==> src/rtl/adc_ctrl_pkg.sv <==
package adc_ctrl_pkg;
  // ==========================================================
  // Register byte addresses
  localparam logic [7:0] ADDR_CHANNEL_CONTROL = 8'h00;
  localparam logic [7:0] ADDR_TIMING_CONTROL = 8'h04;
  localparam logic [7:0] ADDR_PIN_CONFIG_LOW = 8'h08;
  localparam logic [7:0] ADDR_PIN_CONFIG_HIGH = 8'h0C;
  localparam logic [7:0] ADDR_RESULT_HIGH = 8'h10;
  localparam logic [7:0] ADDR_RESULT_LOW = 8'h14;
  localparam logic [7:0] ADDR_TRIGGER_SELECT = 8'h18;
  localparam logic [7:0] ADDR_IRQ_STATUS = 8'h1C;
  localparam logic [7:0] ADDR_IRQ_ENABLE = 8'h20;
  localparam logic [7:0] ADDR_IRQ_PRIORITY = 8'h24;
  localparam logic [7:0] ADDR_POWER_MODE = 8'h28;
  // ==========================================================
  // Field positions
  localparam int BIT_CONVERTER_ON = 0;
  localparam int BIT_GO = 1;
  localparam int CHS_LSB = 2;
  localparam int BIT_RESULT_FORMAT = 7;
  localparam int BIT_CALIBRATION = 6;
  localparam int ACQ_LSB = 3;
  localparam int CLK_LSB = 0;
  localparam int BIT_DONE_FLAG = 6;
  localparam int BIT_BANDGAP = 7;
  localparam int BIT_SLEEP = 0;
  localparam int BIT_IDLE = 1;
  // ==========================================================
  // Reset values and masks
  localparam logic [7:0] RST_ZERO = 8'h00;
  localparam logic [7:0] RST_PIN_CONFIG = 8'hFF;
  localparam logic [7:0] MASK_PIN_HIGH = 8'h9F;
  localparam logic [7:0] MASK_TRIGGER = 8'h03;
  localparam logic [7:0] MASK_DONE = 8'h40;
  localparam logic [2:0] ACQ_ZERO = 3'h0;
  localparam logic [2:0] CLK_RC = 3'h7;
  // ==========================================================
  // Timing: conversion clock and instruction cycle
  localparam int CLK_MHZ = 200;
  localparam int TCY_NS = 20;
  localparam int TCY_CYCLES = (TCY_NS * CLK_MHZ + 999) / 1000;
  localparam int CONV_TAD = 12;
  // ==========================================================
  // Sequencer states
  typedef enum logic [1:0] {
    ST_IDLE = 2'b00,
    ST_HOLD = 2'b01,
    ST_CONV = 2'b10,
    ST_DONE = 2'b11
  } conv_state_t;
endpackage : adc_ctrl_pkg

==> src/rtl/adc_control_power_modes.sv <==
// The APB slave port and the register offsets were left to the implementer.
`timescale 1ns/1ps
// ============================================================
// Converter control with APB registers and power-mode handling
module adc_control_power_modes (
  input wire logic pclk,
  input wire logic presetn,
  input wire logic psel,
  input wire logic penable,
  input wire logic pwrite,
  input wire logic [7:0] paddr,
  input wire logic [31:0] pwdata,
  output logic [31:0] prdata,
  output logic pready,
  output logic pslverr,
  input wire logic [11:0] analog_sample,
  output logic [3:0] channel_sel,
  output logic [1:0] reference_sel,
  output logic converter_enable,
  output logic bandgap_on,
  output logic sample_strobe,
  output logic irq,
  output logic irq_high_priority
);
  // ==========================================================
  // Registers
  logic [7:0] chan_ctrl_q; // Channel control
  logic [7:0] timing_ctrl_q; // Timing control
  logic [7:0] pin_low_q; // Pin config low
  logic [7:0] pin_high_q; // Pin config high
  logic [7:0] trig_q; // Trigger select
  logic [7:0] status_q; // Sticky flags
  logic [7:0] enable_q; // Interrupt mask
  logic [7:0] prio_q; // Priority
  logic [1:0] pmode_q; // Power mode: sleep, idle
  logic [11:0] result_q; // Last conversion
  logic go_q; // Conversion running
  adc_ctrl_pkg::conv_state_t state_q;
  logic [4:0] hold_q; // Start-delay counter
  logic [4:0] step_q; // Conversion step counter
  logic tick;
  logic done_evt;
  logic wr_acc;
  logic rd_acc;
  logic addr_ok;
  logic go_write;
  logic sleep_blocked;

  // Address decode shared by read and write
  function automatic logic is_mapped(input logic [7:0] a);
    case (a)
      adc_ctrl_pkg::ADDR_CHANNEL_CONTROL, adc_ctrl_pkg::ADDR_TIMING_CONTROL,
      adc_ctrl_pkg::ADDR_PIN_CONFIG_LOW, adc_ctrl_pkg::ADDR_PIN_CONFIG_HIGH,
      adc_ctrl_pkg::ADDR_RESULT_HIGH, adc_ctrl_pkg::ADDR_RESULT_LOW,
      adc_ctrl_pkg::ADDR_TRIGGER_SELECT, adc_ctrl_pkg::ADDR_IRQ_STATUS,
      adc_ctrl_pkg::ADDR_IRQ_ENABLE, adc_ctrl_pkg::ADDR_IRQ_PRIORITY,
      adc_ctrl_pkg::ADDR_POWER_MODE: is_mapped = 1'b1;
      default: is_mapped = 1'b0;
    endcase
  endfunction : is_mapped

  // ==========================================================
  // APB slave: zero wait states, error on unmapped address
  assign pready = 1'b1;
  assign addr_ok = is_mapped(paddr);
  assign wr_acc = psel && penable && pwrite && addr_ok;
  assign rd_acc = psel && penable && !pwrite;
  assign pslverr = psel && penable && !addr_ok;
  assign go_write = wr_acc && (paddr == adc_ctrl_pkg::ADDR_CHANNEL_CONTROL)
                    && pwdata[adc_ctrl_pkg::BIT_GO];
  // Sleep without RC clock cannot convert, so start is refused
  assign sleep_blocked = pmode_q[adc_ctrl_pkg::BIT_SLEEP]
      && (timing_ctrl_q[adc_ctrl_pkg::CLK_LSB +: 3] != adc_ctrl_pkg::CLK_RC);

  // Channel control: go bit lives in go_q, not here
  always_ff @(posedge pclk or negedge presetn) begin
    if (!presetn) begin
      chan_ctrl_q <= adc_ctrl_pkg::RST_ZERO;
    end else if (wr_acc && paddr == adc_ctrl_pkg::ADDR_CHANNEL_CONTROL) begin
      chan_ctrl_q <= pwdata[7:0];
    end
  end

  // Timing fields; ignored mid-conversion to keep timing stable
  always_ff @(posedge pclk or negedge presetn) begin
    if (!presetn) begin
      timing_ctrl_q <= adc_ctrl_pkg::RST_ZERO;
    end else if (wr_acc && paddr == adc_ctrl_pkg::ADDR_TIMING_CONTROL && !go_q) begin
      timing_ctrl_q <= pwdata[7:0];
    end
  end

  // Analog pin configuration, all pins digital after reset
  always_ff @(posedge pclk or negedge presetn) begin
    if (!presetn) begin
      pin_low_q <= adc_ctrl_pkg::RST_PIN_CONFIG;
      pin_high_q <= adc_ctrl_pkg::RST_PIN_CONFIG & adc_ctrl_pkg::MASK_PIN_HIGH;
    end else if (wr_acc && paddr == adc_ctrl_pkg::ADDR_PIN_CONFIG_LOW) begin
      pin_low_q <= pwdata[7:0];
    end else if (wr_acc && paddr == adc_ctrl_pkg::ADDR_PIN_CONFIG_HIGH) begin
      pin_high_q <= pwdata[7:0] & adc_ctrl_pkg::MASK_PIN_HIGH;
    end
  end

  // Trigger select, upper six bits unimplemented
  always_ff @(posedge pclk or negedge presetn) begin
    if (!presetn) begin
      trig_q <= adc_ctrl_pkg::RST_ZERO;
    end else if (wr_acc && paddr == adc_ctrl_pkg::ADDR_TRIGGER_SELECT) begin
      trig_q <= pwdata[7:0] & adc_ctrl_pkg::MASK_TRIGGER;
    end
  end

  // Enable, priority and power-mode registers
  always_ff @(posedge pclk or negedge presetn) begin
    if (!presetn) begin
      enable_q <= adc_ctrl_pkg::RST_ZERO;
      prio_q <= adc_ctrl_pkg::RST_ZERO;
      pmode_q <= 2'b00;
    end else if (wr_acc) begin
      if (paddr == adc_ctrl_pkg::ADDR_IRQ_ENABLE) begin
        enable_q <= pwdata[7:0] & adc_ctrl_pkg::MASK_DONE;
      end
      if (paddr == adc_ctrl_pkg::ADDR_IRQ_PRIORITY) begin
        prio_q <= pwdata[7:0] & adc_ctrl_pkg::MASK_DONE;
      end
      if (paddr == adc_ctrl_pkg::ADDR_POWER_MODE) begin
        pmode_q <= pwdata[1:0];
      end
    end
  end

  // ==========================================================
  // Conversion sequencer
  adc_tick_gen u_tick (
    .pclk(pclk),
    .presetn(presetn),
    .run(state_q == adc_ctrl_pkg::ST_CONV),
    .clk_sel(timing_ctrl_q[adc_ctrl_pkg::CLK_LSB +: 3]),
    .tick(tick)
  );

  // Idle mode leaves the sequencer running; only Sleep without the RC clock blocks a start
  always_ff @(posedge pclk or negedge presetn) begin
    if (!presetn) begin
      state_q <= adc_ctrl_pkg::ST_IDLE;
      hold_q <= 5'h00;
      step_q <= 5'h00;
    end else begin
      case (state_q)
        adc_ctrl_pkg::ST_IDLE: begin
          if (go_write && !go_q && chan_ctrl_q[adc_ctrl_pkg::BIT_CONVERTER_ON]
              && !sleep_blocked) begin
            // Zero acquisition: one instruction cycle for sleep entry
            if (timing_ctrl_q[adc_ctrl_pkg::ACQ_LSB +: 3] == adc_ctrl_pkg::ACQ_ZERO) begin
              hold_q <= 5'(adc_ctrl_pkg::TCY_CYCLES);
              state_q <= adc_ctrl_pkg::ST_HOLD;
            end else begin
              state_q <= adc_ctrl_pkg::ST_CONV;
            end
            step_q <= 5'h00;
          end
        end
        adc_ctrl_pkg::ST_HOLD: begin
          if (hold_q <= 5'h01) begin
            state_q <= adc_ctrl_pkg::ST_CONV;
          end
          hold_q <= hold_q - 5'h01;
        end
        adc_ctrl_pkg::ST_CONV: begin
          // Running regardless of idle flag
          if (!chan_ctrl_q[adc_ctrl_pkg::BIT_CONVERTER_ON]) begin
            state_q <= adc_ctrl_pkg::ST_IDLE;
          end else if (tick) begin
            if (step_q == 5'(adc_ctrl_pkg::CONV_TAD - 1)) begin
              state_q <= adc_ctrl_pkg::ST_DONE;
            end
            step_q <= step_q + 5'h01;
          end
        end
        adc_ctrl_pkg::ST_DONE: begin
          state_q <= adc_ctrl_pkg::ST_IDLE;
        end
        default: begin
          state_q <= adc_ctrl_pkg::ST_IDLE;
        end
      endcase
    end
  end

  assign done_evt = (state_q == adc_ctrl_pkg::ST_DONE);
  assign sample_strobe = done_evt;

  // Go bit: set by start, held while busy, cleared at completion
  always_ff @(posedge pclk or negedge presetn) begin
    if (!presetn) begin
      go_q <= 1'b0;
    end else if (state_q == adc_ctrl_pkg::ST_IDLE) begin
      go_q <= go_write && chan_ctrl_q[adc_ctrl_pkg::BIT_CONVERTER_ON]
              && !go_q && !sleep_blocked;
    end else if (done_evt) begin
      go_q <= 1'b0;
    end else if (state_q == adc_ctrl_pkg::ST_CONV
                 && !chan_ctrl_q[adc_ctrl_pkg::BIT_CONVERTER_ON]) begin
      go_q <= 1'b0;
    end
  end

  // Result capture on completion; calibration runs leave it alone
  always_ff @(posedge pclk or negedge presetn) begin
    if (!presetn) begin
      result_q <= 12'h000;
    end else if (done_evt && !timing_ctrl_q[adc_ctrl_pkg::BIT_CALIBRATION]) begin
      result_q <= analog_sample;
    end
  end

  // Sticky done flag; set wins over a write-one clear
  always_ff @(posedge pclk or negedge presetn) begin
    if (!presetn) begin
      status_q <= adc_ctrl_pkg::RST_ZERO;
    end else if (done_evt) begin
      status_q[adc_ctrl_pkg::BIT_DONE_FLAG] <= 1'b1;
    end else if (wr_acc && paddr == adc_ctrl_pkg::ADDR_IRQ_STATUS) begin
      status_q <= status_q & ~(pwdata[7:0] & adc_ctrl_pkg::MASK_DONE);
    end
  end

  assign irq = |(status_q & enable_q);
  assign irq_high_priority = |(status_q & enable_q & prio_q);

  // ==========================================================
  // Read mux, registered data; unused bits read zero
  always_ff @(posedge pclk or negedge presetn) begin
    if (!presetn) begin
      prdata <= 32'h0000_0000;
    end else if (psel && !penable && !pwrite) begin
      case (paddr)
        adc_ctrl_pkg::ADDR_CHANNEL_CONTROL:
          prdata <= {24'h000000, chan_ctrl_q[7:2], go_q,
                     chan_ctrl_q[adc_ctrl_pkg::BIT_CONVERTER_ON]};
        adc_ctrl_pkg::ADDR_TIMING_CONTROL: prdata <= {24'h000000, timing_ctrl_q};
        adc_ctrl_pkg::ADDR_PIN_CONFIG_LOW: prdata <= {24'h000000, pin_low_q};
        adc_ctrl_pkg::ADDR_PIN_CONFIG_HIGH: prdata <= {24'h000000, pin_high_q};
        // Right justified: 4 high bits / 8 low; left: 8 high / 4 low
        adc_ctrl_pkg::ADDR_RESULT_HIGH:
          prdata <= timing_ctrl_q[adc_ctrl_pkg::BIT_RESULT_FORMAT]
                    ? {24'h000000, 4'h0, result_q[11:8]}
                    : {24'h000000, result_q[11:4]};
        adc_ctrl_pkg::ADDR_RESULT_LOW:
          prdata <= timing_ctrl_q[adc_ctrl_pkg::BIT_RESULT_FORMAT]
                    ? {24'h000000, result_q[7:0]}
                    : {24'h000000, result_q[3:0], 4'h0};
        adc_ctrl_pkg::ADDR_TRIGGER_SELECT: prdata <= {24'h000000, trig_q};
        adc_ctrl_pkg::ADDR_IRQ_STATUS: prdata <= {24'h000000, status_q};
        adc_ctrl_pkg::ADDR_IRQ_ENABLE: prdata <= {24'h000000, enable_q};
        adc_ctrl_pkg::ADDR_IRQ_PRIORITY: prdata <= {24'h000000, prio_q};
        adc_ctrl_pkg::ADDR_POWER_MODE: prdata <= {30'h00000000, pmode_q};
        default: prdata <= 32'h0000_0000;
      endcase
    end
  end

  // Analog front-end drives
  assign channel_sel = chan_ctrl_q[adc_ctrl_pkg::CHS_LSB +: 4];
  assign reference_sel = chan_ctrl_q[7:6];
  assign converter_enable = chan_ctrl_q[adc_ctrl_pkg::BIT_CONVERTER_ON];
  assign bandgap_on = pin_high_q[adc_ctrl_pkg::BIT_BANDGAP];

  // ==========================================================
  // Checks
  // Completion clears go and raises the sticky flag on one edge
  chk_go_clears_done: assert property (@(posedge pclk) disable iff (!presetn)
    done_evt |=> !go_q && status_q[adc_ctrl_pkg::BIT_DONE_FLAG])
    else $error("go not cleared or flag not set at completion");
  // Zero acquisition holds one instruction cycle before converting
  chk_zero_acq_delay: assert property (@(posedge pclk) disable iff (!presetn)
    (state_q == adc_ctrl_pkg::ST_IDLE && go_write && !go_q && !sleep_blocked
     && converter_enable
     && timing_ctrl_q[adc_ctrl_pkg::ACQ_LSB +: 3] == adc_ctrl_pkg::ACQ_ZERO)
    |=> state_q == adc_ctrl_pkg::ST_HOLD ##4 state_q == adc_ctrl_pkg::ST_CONV)
    else $error("zero acquisition start not delayed one cycle");
  // An accepted start shows go on the next cycle
  chk_go_sets: assert property (@(posedge pclk) disable iff (!presetn)
    (state_q == adc_ctrl_pkg::ST_IDLE && go_write && !go_q && !sleep_blocked
     && converter_enable) |=> go_q)
    else $error("go bit not set by start");
  // Go stays up for the whole conversion
  chk_go_held: assert property (@(posedge pclk) disable iff (!presetn)
    (state_q == adc_ctrl_pkg::ST_CONV && converter_enable) |-> go_q)
    else $error("go bit dropped while converting");
  // No start from Sleep without the RC clock
  chk_sleep_refuse: assert property (@(posedge pclk) disable iff (!presetn)
    (state_q == adc_ctrl_pkg::ST_IDLE && sleep_blocked) |=> !go_q)
    else $error("conversion started in sleep without rc clock");
  // Idle entry must not drop a running conversion
  chk_idle_runs: assert property (@(posedge pclk) disable iff (!presetn)
    (state_q == adc_ctrl_pkg::ST_CONV && pmode_q[adc_ctrl_pkg::BIT_IDLE]
     && converter_enable) |=> state_q != adc_ctrl_pkg::ST_IDLE)
    else $error("idle mode aborted conversion");
  // The flag only falls on a write-one clear
  chk_flag_sticky: assert property (@(posedge pclk) disable iff (!presetn)
    (status_q[adc_ctrl_pkg::BIT_DONE_FLAG] && !(wr_acc && paddr == adc_ctrl_pkg::ADDR_IRQ_STATUS))
    |=> status_q[adc_ctrl_pkg::BIT_DONE_FLAG])
    else $error("done flag lost without clear");
  // Interrupt level follows flag and enable
  chk_irq_level: assert property (@(posedge pclk) disable iff (!presetn)
    irq == (status_q[adc_ctrl_pkg::BIT_DONE_FLAG] && enable_q[adc_ctrl_pkg::BIT_DONE_FLAG]))
    else $error("interrupt output mismatch");
  // High-priority line only when the priority bit is set as well
  chk_irq_priority: assert property (@(posedge pclk) disable iff (!presetn)
    irq_high_priority == (irq && prio_q[adc_ctrl_pkg::BIT_DONE_FLAG]))
    else $error("high priority interrupt mismatch");
  // Unimplemented bits hold zero
  chk_trig_zero: assert property (@(posedge pclk) disable iff (!presetn)
    trig_q[7:2] == 6'h00 && pin_high_q[6:5] == 2'b00)
    else $error("unimplemented bits set");
  // Completion strobe lasts a single cycle
  chk_strobe_pulse: assert property (@(posedge pclk) disable iff (!presetn)
    sample_strobe |=> !sample_strobe)
    else $error("completion strobe longer than one cycle");
  // Normal completion captures the core sample
  chk_result_capture: assert property (@(posedge pclk) disable iff (!presetn)
    (done_evt && !timing_ctrl_q[adc_ctrl_pkg::BIT_CALIBRATION])
    |=> result_q == $past(analog_sample))
    else $error("result not captured at completion");
  // Calibration completion leaves the result alone
  chk_cal_keeps: assert property (@(posedge pclk) disable iff (!presetn)
    (done_evt && timing_ctrl_q[adc_ctrl_pkg::BIT_CALIBRATION])
    |=> $stable(result_q))
    else $error("calibration run changed the result");
  // Timing writes are dropped while a conversion is busy
  chk_timing_frozen: assert property (@(posedge pclk) disable iff (!presetn)
    (go_q && wr_acc && paddr == adc_ctrl_pkg::ADDR_TIMING_CONTROL)
    |=> $stable(timing_ctrl_q))
    else $error("timing changed during conversion");
  // Clearing converter_on aborts without a completion
  chk_abort_quiet: assert property (@(posedge pclk) disable iff (!presetn)
    (state_q == adc_ctrl_pkg::ST_CONV && !converter_enable)
    |=> state_q == adc_ctrl_pkg::ST_IDLE && !go_q)
    else $error("abort did not return to idle");
  // Upper bus bits read zero on every register
  chk_read_upper_zero: assert property (@(posedge pclk) disable iff (!presetn)
    (psel && !penable && !pwrite) |=> prdata[31:8] == 24'h000000)
    else $error("upper read data bits not zero");
  // Unmapped reads return zero in the access phase
  chk_unmapped_zero: assert property (@(posedge pclk) disable iff (!presetn)
    (rd_acc && !addr_ok) |-> prdata == 32'h0000_0000)
    else $error("unmapped read data not zero");
endmodule : adc_control_power_modes

==> src/rtl/adc_tick_gen.sv <==
`timescale 1ns/1ps
// ============================================================
// Conversion clock divider: one-cycle tick per conversion step
module adc_tick_gen (
  input wire logic pclk,
  input wire logic presetn,
  input wire logic run,
  input wire logic [2:0] clk_sel,
  output logic tick
);
  logic [7:0] cnt_q;
  logic [7:0] limit;

  // Divide by 2^(sel+1); RC select treated as slowest divisor
  assign limit = 8'((9'h002 << clk_sel) - 9'h001);

  // Counter restarts whenever no conversion runs
  always_ff @(posedge pclk or negedge presetn) begin
    if (!presetn) begin
      cnt_q <= 8'h00;
    end else if (!run || cnt_q >= limit) begin
      cnt_q <= 8'h00;
    end else begin
      cnt_q <= cnt_q + 8'h01;
    end
  end

  assign tick = run && (cnt_q >= limit);
endmodule : adc_tick_gen

==> config.mk <==
export PLATFORM = sky130hd
export DESIGN_NAME = adc_control_power_modes
export DESIGN_NICKNAME = d
export VERILOG_FILES = /design/src/rtl/adc_ctrl_pkg.sv /design/src/rtl/adc_control_power_modes.sv /design/src/rtl/adc_tick_gen.sv
export SDC_FILE = /design/constraint.sdc
export NUM_CORES = 1
export LEC_CHECK = 0
export BUFFER_PORTS_ARGS = -buffer_cell sky130_fd_sc_hd__buf_2
export CAP_MARGIN = 5
export CORE_ASPECT_RATIO = 1.4
export CORE_MARGIN = 5
export CORE_UTILIZATION = 59
export CTS_CLUSTER_DIAMETER = 150
export DETAILED_ROUTE_END_ITERATION = 6
export PLACE_DENSITY_LB_ADDON = 0.08
export SLEW_MARGIN = 20
export SYNTH_ARGS = -nofsm -noshare
export SYNTH_HDL_FRONTEND = slang
export SYNTH_HIERARCHICAL = 1
export SYNTH_SLANG_ARGS = --single-unit
==> constraint.sdc <==
create_clock -name pclk -period 8.55 [get_ports pclk]
set_input_delay 1.71 -clock pclk [delete_from_list [all_inputs] [get_ports pclk]]
set_output_delay 1.71 -clock pclk [all_outputs]
set_load 0.1 [all_outputs]
# Word level (Yosys, flattened, before mapping)

Cells that the tools add are included.

Add/subtract/negate cells: 4
$mul: 0
Divide/modulo/power cells: 0
Magnitude comparators: 2
Equal/unequal tests: 22
Shift operators: 1
Mux-type cells: 24
Bitwise gates (word level): 6
Reduce and logical (&&, ||, !) cells: 51

Operators with widths:

| operator            | number |
|---|---|
| $pmux 8 s11         | 1 |
| $eq 8x5->1 const B  | 4 |
| $mux 5              | 5 |
| $eq 8x6->1 const B  | 3 |
| $logic_and 1x1->1   | 24 |
| $mux 8              | 3 |
| $pmux 5 s2          | 2 |
| $and 8x7->8         | 2 |
| $eq 8x4->1 const B  | 2 |
| $reduce_or 8->1     | 2 |
| $mux 2              | 6 |
| $reduce_or 11->1    | 1 |
| $ne 2x2->1 const B  | 5 |
| $reduce_and 2->1    | 5 |
| $ne 3x3->1 const B  | 3 |
| $add 8x1->8 const B | 1 |
| $and 8x8->8         | 1 |
| $eq 8x3->1 const B  | 1 |
| $ge 8x8->1          | 1 |
| $logic_not 1->1     | 8 |
| $logic_not 8->1     | 1 |
| $not 7->8           | 1 |
| $pmux 2 s4          | 1 |
| $reduce_and 4->1    | 2 |
| 17 further kinds    | 25 |

Register bits after elaboration: 109
Latch bits: 0
RAM bits: 0
ROM bits: 0
Input port bits: 57
Output and inout port bits: 45
Word-level logic and storage cells: 127
Memories kept: 0

# Longest topological paths before layout

Gate-level depths: netlist of run 1.

Word-level depth: 11
Depth in mapped cells: 16
Mapped depth without buffers: 15

# Modules after synthesis

Netlist of run 1, hierarchy kept.

Modules (own cells, without submodules):

| module                  | times used | cells each | area each (µm²) | sequential area each (µm²) |
|---|---|---|---|---|
| adc_control_power_modes | 1          | 350        | 3888.7          | 1744.2 |
| adc_tick_gen            | 1          | 68         | 629.4           | 200.2 |

# Worst setup path before layout of run 1

OpenSTA, ideal clock, no wires.

Path type: in2out
Start point: input paddr[3]
End point: output pslverr
Arrival time: 3.302 ns
Required time: 6.840 ns
Slack: 3.538 ns
Stages: 3
Path buffers: 0
Path through: a21o_1 > a21oi_1 > nor2_1

Cells in the longest elaborated chain, start to end: 5
Elaborated cells on any way between the ends: 15
Classes of those cells: eq/ne (10); mux (1); reduce/logical (4)

Ends and longest elaborated chain:

| what                                     | RTL line                      | RTL |
|---|---|---|
| from (decl)                              | adc_control_power_modes.sv:11 | `input wire logic [7:0] paddr,` |
| $eq 8x3->1, or another cell as far along | adc_control_power_modes.sv:51 | `case (a)` |
| $reduce_or 11->1 (*)                     | adc_control_power_modes.sv:51 |  |
| $mux 1 (*)                               | adc_control_power_modes.sv:51 |  |
| $logic_not 1->1 (*)                      | adc_control_power_modes.sv:68 | `assign pslverr = psel && penable && !addr_ok;` |
| $logic_and 1x1->1 (*)                    | adc_control_power_modes.sv:68 |  |
| to (decl)                                | adc_control_power_modes.sv:15 | `output logic pslverr,` |

Mark *: on every way between the ends. The rest lies on a longest branch, timed or not.

# Worst setup path after layout of run 1

Same ends and word-level chain as after synthesis.

==> summary.txt, run 1 <==
Setup path
  – Critical Path Start Type: input pin
  – Cells on worst reg2reg path: 14
  – Critical path class: in2out
  – Crit path max fanout: 22
  – Worst EP arrival: 3.08 ns
  – Critical Path RT: 6.84 ns
  – Critical Path Sink Type: output pin

Global route
  – Initial antenna violation count: 0
  – Vias in the first global route: 3434
  – Largest net degree at the start of global routing: 78
  – Tot GR Track Use: 21.7%
  – First-pass GRT wire length: 16600 um
  – GRT overflow: 0

Logic synthesis
  – Avg Cell Area, Syn: 10.8 um^2
  – Seq cells post-synth: 77
  – Most frequent cell after synthesis: dfrtp_1
  – Sequential-to-total area share from yosys stat: 43.0%
  – Synthesized area: 0.00452 mm^2
  – Ys async rst share: 100%
  – Top-area cell type share of the netlist area: 34.9%
  – Top post-synthesis cells by count: 63 x dfrtp_1, 55 x mux2_2, 30 x nand2_1
  – Synth Instances: 418
  – Post-synth EDFFs: 0
  – Area leader, netlist: dfrtp_1
  – Warning count from the yosys run: 6
  – Library cells used by synthesis: 67
  – Top cells by area, synth: dfrtp_1 35%, mux2_2 14%, dfstp_2 8.1%, ha_1 4.4%, buf_4 4.2%
  – Top FF cell, synth: dfrtp_1

Pwr
  – Maximum vdd drop: 0.000160 V
  – Power per Cell Area: 230 mW/mm^2
  – Pleak: 2.32 nW

Placed design
  – Port bufs: 52
  – Placer Congestion: 0.873
  – DP HPWL: 7480 um

CTS
  – Max clock buf depth: 2
  – CTS Sinks: 77
  – CTS tree: yes
  – CTS root buf: clkbuf_8
  – Worst-Skew Late Latency: 0.36 ns
  – H-tree levels: 3
  – Postcts setup bufs: 0
  – CTS resizes: 0
  – CTS Hold Bufs: 0
  – Clock buffer count from CTS: 9
  – CTS clk-pin slew, worst paths: 0.08 ns

Floorplanning
  – Width of the die: 84.0 um
  – Core ar.: 0.00741 mm^2
  – Die Footprint: 0.00953 mm^2
  – Die Y: 114 um
  – Initial Util: 61.0%
  – Ports: 102
  – Row count: 37

Status
  – Status: finished clean

Timing
  – Setup_tns: 0 ns
  – Crit share post-route: 56.1%
  – Worst slew margin: 34.5%
  – Final hold slack: 0.485 ns
  – Worst-Margin Slew: 0.980 ns
  – RSZ-0062 raised after global routing: no
  – Max Slew Vio Count: 0
  – Peak Freq: 209 MHz
  – Final setup viols: 0
  – Final Hold Viols: 0
  – Minimum clock period after layout: 4.79 ns
  – Setup skew after layout: 0.0110 ns

Routing
  – Drt via density: 5.86
  – # DRC: 0
  – Final WL: 10100 um
  – TritonRoute pass-1 iters: 4
  – Drt wl/cell: 17.7 um
  – Antenna violation net count after detailed routing: 0
  – Starting DRT DRC Count: 170
  – Via count of the routed design: 3338

Layout
  – Filler cells: 612
  – Antenna diodes: 0
  – Nets@finish: 541
  – Share of layout cells above drive strength 1: 34.0%
  – Layout area overhead: 11.5%

Worst hold path
  – Hold-critical path depth: 2
  – Hold Path Class: reg2reg

Flow run
  – Max-Cap Viols: 0
report_power, final:
| part | switching [mW] | leakage [nW] | internal [mW] | total, mW |
|---|---|---|---|---|
| clock | 0.140 | 0.116 | 0.194 | 0.334 |
| sequential | 0.0533 | 0.980 | 0.423 | 0.476 |
| combinational | 0.221 | 1.22 | 0.128 | 0.349 |
metal layers:
metal | up-vias | GRT usage [%] | part of all wire [%]
met2 | 87 | 38.2 | 53
li1 | 1577 | - | -
met3 | 15 | 4.12 | 4.4
met1 | 1659 | 25.8 | 40
met5 | - | 0 | 0
met4 | 0 | 9.55 | 1.9
cell type report:
class / count / area (um^2) / area share, %
tap: 97 / 121 / 2.41
multi-input combinational: 309 / 2370 / 47.1
timing repair buffer: 54 / 298 / 5.91
clock buffer: 10 / 128 / 2.53
inverter: 17 / 63.8 / 1.27
sequential: 77 / 1940 / 38.6
clock inverter: 6 / 111 / 2.21
registers in the layout, summed over array words and instances (netlist names):
name	cells
state_q	2
result_q	12
status_q	1
pmode_q	2
enable_q	1
u_tick/cnt_q	8
step_q	5
prio_q	1
timing_ctrl_q	8
hold_q	5
chan_ctrl_q	7
trig_q	2
pin_high_q	6
prdata	8
go_q	1
pin_low_q	8
cell usage in the layout (no fill, tap or decap), types with 9 or more instances in the layout:
cell / synthesis / routed
conb_1: 2 / 25
clkbuf_8: 0 / 9
nor2_1: 22 / 22
nand3_1: 13 / 13
inv_1: 17 / 17
dfrtp_1: 63 / 63
ha_1: 16 / 16
buf_2: 1 / 51
o21ai_0: 12 / 12
mux2_2: 55 / 55
nand2_1: 30 / 30
dfstp_2: 14 / 14
mux2i_1: 12 / 12
critical path, stage by stage:
cell and delay [ns]:
buf_2 0.37, a21o_1 0.30, a21oi_1 0.15, nor2_1 0.11, buf_2 0.43
per-stage QoR:
stage	setup WS [ns]	std cells	utilization (%)	power [mW]	cell area (um^2)
2_1_floorplan	3.54	441	-	0.755	4600
3_3_place_gp	3.76	553	64.2	0.818	4760
3_5_place_dp	3.76	553	64.2	0.830	4760
4_1_cts	3.77	569	67.4	1.16	5000
5_1_grt	3.65	570	68.0	1.22	5040
6_report	3.76	570	68.0	1.16	5040
final timing paths:
path,start,to,slack (ns)
max,paddr[3],pslverr,3.76
min,prdata[6],prdata[6],0.49
max reg2reg,timing_ctrl_q[0],step_q[4],4.96
min reg2reg,prdata[6],prdata[6],0.49
max in group asynchronous,presetn,pin_low_q[4],6.64
min in group asynchronous,presetn,hold_q[3],1.28
kinds of logic after synthesis:
logic type,synth area share [%]
simple gates,13.3
compound gates,13.5
buf+inv,6.70
flops,43.0
fa+ha+maj,4.43
other cells,0.166
xor+xnor,1.55
mux,17.4
Note: power is estimated with default switching activity, not from simulation.
==> run 2, diff against run 1 <==
--- a/config.mk
+++ b/config.mk
@@ -9,7 +9,7 @@
 export CAP_MARGIN = 5
 export CORE_ASPECT_RATIO = 1.4
 export CORE_MARGIN = 5
-export CORE_UTILIZATION = 59
+export CORE_UTILIZATION = 55
 export CTS_CLUSTER_DIAMETER = 150
 export DETAILED_ROUTE_END_ITERATION = 6
 export PLACE_DENSITY_LB_ADDON = 0.08
==> constraint.sdc (replaced) <==
create_clock -name pclk -period 4.7 [get_ports pclk]
set_input_delay 0.94 -clock pclk [delete_from_list [all_inputs] [get_ports pclk]]
set_output_delay 0.94 -clock pclk [all_outputs]
set_load 0.1 [all_outputs]
==> run 2 against run 1 <==
Global-route usage hardly changed. Clock power is 95% higher. Power is 86% higher. Via count is 1.8% lower. Highest routed layer unchanged.
==> summary.txt, run 2 (synthesis results as in run 1) <==
Worst hold path
  – Hold-critical path depth: 2 (unchanged)
  – Hold wc startpoint: prdata[5] (was prdata[6])
  – Hold endpoint: prdata[5] (was prdata[6])
  – Hold Path Class: reg2reg (unchanged)

Timing
  – Setup ws final: 1.17 ns (was 3.76 ns)
  – Setup skew after layout: 0.00958 ns (was 0.0110 ns)
  – Worst slew margin: 24.2% (was 34.5%)
  – Peak Freq: 283 MHz
  – Crit share post-route: 75.1%
  – Minimum clock period after layout: 3.53 ns
  – RSZ-0062 raised after global routing: no (unchanged)
  – Final setup viols: 0 (unchanged)
  – Final Hold Viols: 0 (unchanged)
  – Setup_tns: 0 ns (unchanged)
  – Max Slew Vio Count: 0 (unchanged)
  – Worst-Margin Slew: 1.12 ns (was 0.980 ns)

Setup path
  – Critical Path Sink Type: register (was output pin)
  – Critical Path Start Type: register (was input pin)
  – Worst reg2reg endpoint: step_q[4] (unchanged)
  – Cells on worst reg2reg path: 14 (unchanged)
  – CP max stage cell: dfrtp_1 (was buf_2)
  – Slack of the worst reg-to-reg path: 1.17 ns (was 4.96 ns)
  – Crit-path cells: or3_1, ha_1, xor2_1, nor2_1, a21oi_1, ha_1, nand4_1, nor2_1, o21a_1, nand2_1, or3_1, or3_1, o31a_1, o211ai_1 (was buf_2, a21o_1, a21oi_1, nor2_1, buf_2)
  – Critical path class: reg2reg (was in2out)
  – Crit path max fanout: 9 (was 22)
  – Critical path startpoint: timing_ctrl_q[0] (was paddr[3])
  – Worst EP arrival: 3.78 ns (was 3.08 ns)
  – CP top delay family: simple AND/OR/NAND/NOR gates (was buffers and inverters)
  – CP max stage delay: 0.47 ns (was 0.43 ns)
  – Buf/Inv on CP: 0 (was 2)
  – RR Startpoint: timing_ctrl_q[0] (unchanged)
  – Critical Path RT: 4.95 ns (was 6.84 ns)
  – Cell repeated most along the worst path: or3_1 (was buf_2)

Layout
  – Most frequent cells in the layout: 63 x dfrtp_1, 55 x mux2_2, 51 x buf_2 (unchanged)
  – Share of layout cells above drive strength 1: 33.9% (was 34.0%)
  – Antenna diodes: 0 (unchanged)
  – Sequential cell area: 0.00194 mm^2 (unchanged)
  – Largest Register: result_q (unchanged)
  – Nets@finish: 540 (was 541)
  – Number of flip-flops under the largest register name: 12 (unchanged)
  – Most common cell after layout, fill and taps aside: dfrtp_1 (unchanged)
  – Filler cells: 703 (was 612)
  – Fin area: 0.00505 mm^2 (was 0.00504 mm^2)
  – Area of the multi-input gates: 0.00236 mm^2 (was 0.00237 mm^2)
  – Util after Layout: 62.3% (was 68.0%)
  – Layout area overhead: 11.8% (was 11.5%)

Global route
  – GRT overflow: 0 (unchanged)
  – First-pass GRT wire length: 17100 um (was 16600 um)
  – Initial antenna violation count: 0 (unchanged)
  – Vias in the first global route: 3428 (was 3434)
  – Largest net degree at the start of global routing: 78 (unchanged)
  – Tot GR Track Use: 21.8% (was 21.7%)

Routing
  – # DRC: 0 (unchanged)
  – Drt via density: 5.71 (was 5.86)
  – Via count of the routed design: 3279 (was 3338)
  – Final WL: 10200 um (was 10100 um)
  – TritonRoute pass-1 iters: 4 (unchanged)
  – Drt wl/cell: 17.8 um (was 17.7 um)
  – Antenna violation net count after detailed routing: 0 (unchanged)
  – Starting DRT DRC Count: 143 (was 170)

CTS
  – CTS resizes: 0 (unchanged)
  – H-tree levels: 3 (unchanged)
  – Worst-Skew Late Latency: 0.33 ns (was 0.36 ns)
  – CTS Sinks: 77 (unchanged)
  – CTS clk-pin slew, worst paths: 0.06 ns (was 0.08 ns)
  – Clock buffer count from CTS: 9 (unchanged)
  – CTS root buf: clkbuf_16 (was clkbuf_8)
  – CTS Hold Bufs: 0 (unchanged)
  – CTS tree: yes (unchanged)
  – Postcts setup bufs: 0 (unchanged)
  – Max clock buf depth: 2 (unchanged)

Pwr
  – Final Power: 2.15 mW (was 1.16 mW)
  – Power per Cell Area: 427 mW/mm^2 (was 230 mW/mm^2)
  – Pleak: 2.32 nW (about the same)
  – Maximum vdd drop: 0.000366 V (was 0.000160 V)

Flow run
  – Max-Cap Viols: 0 (unchanged)

Placed design
  – Placer Congestion: 0.905 (was 0.873)
  – Pre-CTS setup slack: 1.21 ns (was 3.76 ns)
  – Area after DPL: 0.00476 mm^2 (about the same)
  – Port bufs: 52 (unchanged)
  – DP HPWL: 7500 um (was 7480 um)

Floorplanning
  – Ports: 102 (unchanged)
  – Width of the die: 86.6 um (was 84.0 um)
  – Die Footprint: 0.0102 mm^2 (was 0.00953 mm^2)
  – Initial Util: 55.8% (was 61.0%)
  – Die Y: 117 um (was 114 um)
  – Core ar.: 0.00810 mm^2 (was 0.00741 mm^2)
  – Row count: 39 (was 37)

Status
  – Status: finished clean (unchanged)
-- run 2: cell count changes in the layout (fill, tap and decap cells not counted) --
cell,before,now
clkbuf_1,1,0
clkbuf_8,9,0
bufinv_16,3,0
nor4b_2,2,1
clkbuf_16,0,9
buf_16,1,0
inv_6,0,3
clkinvlp_4,1,2
nor4b_1,1,2
-- run 2: metrics by stage --
| step | hold slack (ns) | cells |
|---|---|---|
| after floorplan | 0.445 | 441 |
| after global placement | 0.458 | 558 |
| after detailed placement | 0.470 | 558 |
| after CTS | 0.484 | 574 |
| after global routing | 0.505 | 574 |
| final | 0.481 | 574 |
-- run 2: tightest hold or removal path, cell delays in order, from the launching register on --
cell,delay [ns]
dfrtp_1,0.34
nand2_1,0.04
o21ai_0,0.06
-- run 2: cell type report --
class	count	share of cell area (%)
multi-input combinational	309	46.8
sequential	77	38.5
timing repair buffer	53	5.35
clock buffer	9	4.46
tap	102	2.53
inverter	17	1.26
clock inverter	7	1.09
-- run 2: where the power goes --
| part | total (mW) | leakage [nW] | internal, mW | switching (mW) |
|---|---|---|---|---|
| Combinational | 0.637 | 1.21 | 0.231 | 0.406 |
| Sequential | 0.865 | 0.980 | 0.771 | 0.0946 |
| Clock | 0.652 | 0.133 | 0.363 | 0.289 |
| Total | 2.15 | 2.32 | 1.36 | 0.790 |
-- run 2: worst max-delay path by stage --
stage                      to  slack [ns]  cells after the start
global route        step_q[4]        0.88                     14
detailed placement  step_q[4]        1.21                     14
CTS                 step_q[4]        1.17                     14
global placement    step_q[4]        1.27                     14
finish              step_q[4]        1.17                     14
floorplan             pslverr        1.23                      3
-- run 2: layer usage --
metal | GRT usage (%) | up-vias | wire [um]
met4 | 8.52 | 0 | 209
met2 | 37.9 | 68 | 5370
met5 | 0 | - | 0
met1 | 27.0 | 1627 | 4230
met3 | 3.43 | 12 | 401
li1 | - | 1572 | -
==> run 3, diff against run 2 <==
--- a/config.mk
+++ b/config.mk
@@ -5,11 +5,12 @@
 export SDC_FILE = /design/constraint.sdc
 export NUM_CORES = 1
 export LEC_CHECK = 0
+export ABC_AREA = 1
 export BUFFER_PORTS_ARGS = -buffer_cell sky130_fd_sc_hd__buf_2
 export CAP_MARGIN = 5
 export CORE_ASPECT_RATIO = 1.4
 export CORE_MARGIN = 5
-export CORE_UTILIZATION = 55
+export CORE_UTILIZATION = 50
 export CTS_CLUSTER_DIAMETER = 150
 export DETAILED_ROUTE_END_ITERATION = 6
 export PLACE_DENSITY_LB_ADDON = 0.08
==> constraint.sdc (replaced) <==
create_clock -name pclk -period 3 [get_ports pclk]
set_input_delay 0.6 -clock pclk [delete_from_list [all_inputs] [get_ports pclk]]
set_output_delay 0.6 -clock pclk [all_outputs]
set_load 0.1 [all_outputs]
==> run 3 against run 2 <==
Flip-flop and latch count stayed put. Clock power is 55% higher. Synthesized area is 1.8% higher. Synthesized cell count grew 48%. Via count rose by 24%. Core utilization fell by 4.7 points. Critical endpoint is now state_q[1]. Largest power group unchanged. Power is 48% higher. Fmax is 27% higher. Sequential power increased by 48%. Highest routed layer unchanged. Non-clock buffer count up 7.
==> summary.txt, run 3 <==
Status
  – Status: finished clean (unchanged)

Placed design
  – DP HPWL: 8370 um (was 7500 um)
  – Port bufs: 52 (unchanged)
  – Placer Congestion: 0.866 (was 0.905)
  – Placed insts: 773 (was 558)
  – Area after DPL: 0.00491 mm^2 (was 0.00476 mm^2)

Pwr
  – Switch share: 35.6% (was 36.7%)
  – Comb pwr share: 28.2% (was 29.6%)
  – Cell Int Power: 2.06 mW (was 1.36 mW)
  – Pleak: 2.65 nW (was 2.32 nW)
  – Sequential Power Share: 40.3% (was 40.2%)
  – Maximum vdd drop: 0.000413 V (was 0.000366 V)
  – Power per Cell Area: 614 mW/mm^2 (was 427 mW/mm^2)
  – Clock Power Share: 31.6% (was 30.3%)
  – Sw power: 1.13 mW (was 0.790 mW)

Timing
  – Final setup viols: 0 (unchanged)
  – Final hold slack: 0.409 ns (was 0.481 ns)
  – Peak Freq: 361 MHz (was 283 MHz)
  – Setup skew after layout: 0.00384 ns (was 0.00958 ns)
  – Minimum clock period after layout: 2.77 ns (was 3.53 ns)
  – Setup_tns: 0 ns (unchanged)
  – Worst-Margin Slew: 0.957 ns (was 1.12 ns)
  – Crit share post-route: 92.4% (was 75.1%)
  – Worst slew margin: 36.2% (was 24.2%)
  – Final Hold Viols: 0 (unchanged)
  – Max Slew Vio Count: 0 (unchanged)

Layout
  – Area of the multi-input gates: 0.00227 mm^2 (was 0.00236 mm^2)
  – Most common cell after layout, fill and taps aside: nand2_1 (was dfrtp_1)
  – Util after Layout: 57.6% (was 62.3%)
  – Sequential cell area: 0.00194 mm^2 (unchanged)
  – Antenna diodes: 0 (unchanged)
  – Most frequent cells in the layout: 194 x nand2_1, 63 x inv_1, 63 x dfrtp_1 (was 63 x dfrtp_1, 55 x mux2_2, 51 x buf_2)
  – Number of flip-flops under the largest register name: 12 (unchanged)
  – Largest Register: result_q (unchanged)
  – Layout area overhead: 13.1% (was 11.8%)
  – Nets@finish: 750 (was 540)
  – Share of layout cells above drive strength 1: 18.6% (was 33.9%)
  – Fin area: 0.00520 mm^2 (was 0.00505 mm^2)
  – Post-Layout Cell Count: 789 (was 574)
  – Filler cells: 877 (was 703)

Routing
  – Final WL: 11100 um (was 10200 um)
  – Drt via density: 5.16 (was 5.71)
  – Via count of the routed design: 4073 (was 3279)
  – Routed length on met1: 4180 um (was 4230 um)
  – Antenna violation net count after detailed routing: 0 (unchanged)
  – Starting DRT DRC Count: 176 (was 143)
  – Highest routed layer: met4 (unchanged)
  – Met3 Routed Length: 458 um (was 401 um)
  – Drt wl/cell: 14.0 um (was 17.8 um)
  – # DRC: 0 (unchanged)
  – WL met2: 5780 um (was 5370 um)
  – TritonRoute pass-1 iters: 4 (unchanged)

Global route
  – Tot GR Track Use: 20.3% (was 21.8%)
  – GRT overflow: 0 (unchanged)
  – Largest net degree at the start of global routing: 78 (unchanged)
  – Vias in the first global route: 4059 (was 3428)
  – First-pass GRT wire length: 18400 um (was 17100 um)
  – Initial antenna violation count: 0 (unchanged)

Setup path
  – Critical path class: reg2reg (unchanged)
  – Critical Path Start Type: register (unchanged)
  – Slack of the worst reg-to-reg path: 0.23 ns (was 1.17 ns)
  – Worst EP arrival: 2.99 ns (was 3.78 ns)
  – Critical Path Sink Type: register (unchanged)
  – Crit path max fanout: 3 (was 9)
  – Critical Path RT: 3.22 ns (was 4.95 ns)

Logic synthesis
  – Ys async rst share: 100% (unchanged)
  – Top post-synthesis cells by count: 194 x nand2_1, 64 x inv_1, 63 x dfrtp_1 (was 63 x dfrtp_1, 55 x mux2_2, 30 x nand2_1)
  – Warning count from the yosys run: 6 (unchanged)
  – Synth Instances: 617 (was 418)
  – Avg Cell Area, Syn: 7.45 um^2 (was 10.8 um^2)
  – Top FF cell, synth: dfrtp_1 (unchanged)
  – Top cells by area, synth: dfrtp_1 34%, nand2_1 16%, dfstp_2 8.0%, nand3_1 5.3%, inv_1 5.2% (was dfrtp_1 35%, mux2_2 14%, dfstp_2 8.1%, ha_1 4.4%, buf_4 4.2%)
  – Sequential-to-total area share from yosys stat: 42.3% (was 43.0%)
  – Most frequent cell after synthesis: nand2_1 (was dfrtp_1)
  – Synthesized area: 0.00460 mm^2 (was 0.00452 mm^2)
  – Post-synth EDFFs: 0 (unchanged)
  – Area leader, netlist: dfrtp_1 (unchanged)
  – Library cells used by synthesis: 37 (was 67)
  – Top-area cell type share of the netlist area: 34.3% (was 34.9%)
  – Seq cells post-synth: 77 (unchanged)

Floorplanning
  – Ports: 102 (unchanged)
  – Row count: 41 (was 39)
  – Width of the die: 91.1 um (was 86.6 um)
  – Die Footprint: 0.0112 mm^2 (was 0.0102 mm^2)
  – Core ar.: 0.00903 mm^2 (was 0.00810 mm^2)
  – Die Y: 123 um (was 117 um)
  – Initial Util: 50.9% (was 55.8%)

Flow run
  – Max-Cap Viols: 0 (unchanged)

Worst hold path
  – Hold Path Class: in2async (was reg2reg)

CTS
  – CTS Sinks: 77 (unchanged)
  – H-tree levels: 3 (unchanged)
  – Worst-Skew Late Latency: 0.33 ns (about the same)
  – Max clock buf depth: 2 (unchanged)
  – CTS root buf: clkbuf_16 (unchanged)
  – CTS clk-pin slew, worst paths: 0.06 ns (about the same)
  – CTS tree: yes (unchanged)
  – Clock buffer count from CTS: 9 (unchanged)
==> run 3: changes by cell type in the layout (fill, tap and decap cells not counted), sizes merged, moves of 6 or more <==
cell    change
nor2       +46
nand3      +38
o21ai      +33
mux2i      -12
a22oi       -6
inv        +47
a21oi       +8
a211oi      -9
buf         +7
nand2     +165
mux2       -46
==> run 3: area by class of cell <==
cell class	count	share of cell area [%]
inverters	68	4.91
well taps	107	2.57
flip-flops and latches	77	37.4
repair buffers	60	6.21
clock buffers	11	4.86
clock inverters	5	0.481
multi-input cells	461	43.6
==> run 3: path summary, 6_finish.rpt <==
| path | start | depth (start not counted) | to |
|---|---|---|---|
| max in group asynchronous | presetn | 1 | prdata[1] |
| max | timing_ctrl_q[0] | 22 | state_q[1] |
| min in group pclk | prdata[0] | 2 | prdata[0] |
| max reg2reg | timing_ctrl_q[0] | 22 | state_q[1] |
| min reg2reg | prdata[0] | 2 | prdata[0] |
| min | presetn | 1 | step_q[1] |
==> run 3: logic make-up (layout without fill, tap and decap cells) <==
family | Yosys count | after routing | share of synthesized area, %
XOR/XNOR | 5 | 5 | 0.952
adder cells (fa/ha/maj) | 16 | 16 | 4.35
flip-flops | 77 | 77 | 42.3
multiplexers | 9 | 9 | 2.20
buffers and inverters | 102 | 144 | 10.6
AND/OR/NAND/NOR | 333 | 333 | 30.7
AO/OA/AOI/OAI | 73 | 73 | 8.76
other | 2 | 25 | 0.163
==> run 3: through the flow <==
stage               total power [mW]  setup WS [ns]
floorplan                       2.01          0.276
global placement                2.16          0.117
detailed placement              2.19         0.0239
CTS                             3.22         0.0354
global route                    3.39      -0.000594
finish                          3.19          0.227
==> run 3: critical path, stage by stage, from the launching register on <==
cell and delay (ns):
dfrtp_1 0.38, nor2_2 0.12, inv_1 0.08, nor2_2 0.10, inv_1 0.06, ha_2 0.18
inv_2 0.07, xor2_1 0.14, inv_1 0.06, ha_1 0.29, nand2_1 0.05, inv_1 0.04
nand2_1 0.05, nand2_1 0.06, nand2_1 0.10, a21boi_2 0.17, nand2_1 0.07, nor3_1 0.14
a21oi_1 0.10, a21oi_2 0.17, nand2_1 0.09, nand2_1 0.09, nand2_1 0.05
==> run 3: power by group through the flow <==
stage	registers, mW	logic [mW]	clock network [mW]
6_report	1.28	0.899	1.01
5_1_grt	1.30	1.01	1.08
4_1_cts	1.28	0.903	1.03
3_5_place_dp	1.30	0.893	0
3_3_place_gp	1.29	0.863	0
2_1_floorplan	1.29	0.720	0
==> run 3: timing repair <==
item / in CTS / in global routing
endpoints found under the setup margin: 2 / 7
hold buffers: 0 / 0
pin swaps: 0 / 1
gates cloned: 0 / 0
gates resized for setup: 1 / 6
setup buffers: 0 / 0
==> run 3: per-layer routing <==
| metal | global-route usage (%) | vias to the layer above |
|---|---|---|
| li1 | - | 2025 |
| met1 | 22.0 | 1915 |
| met2 | 35.5 | 94 |
| met3 | 3.77 | 39 |
| met4 | 14.0 | 0 |
| met5 | 0 | - |
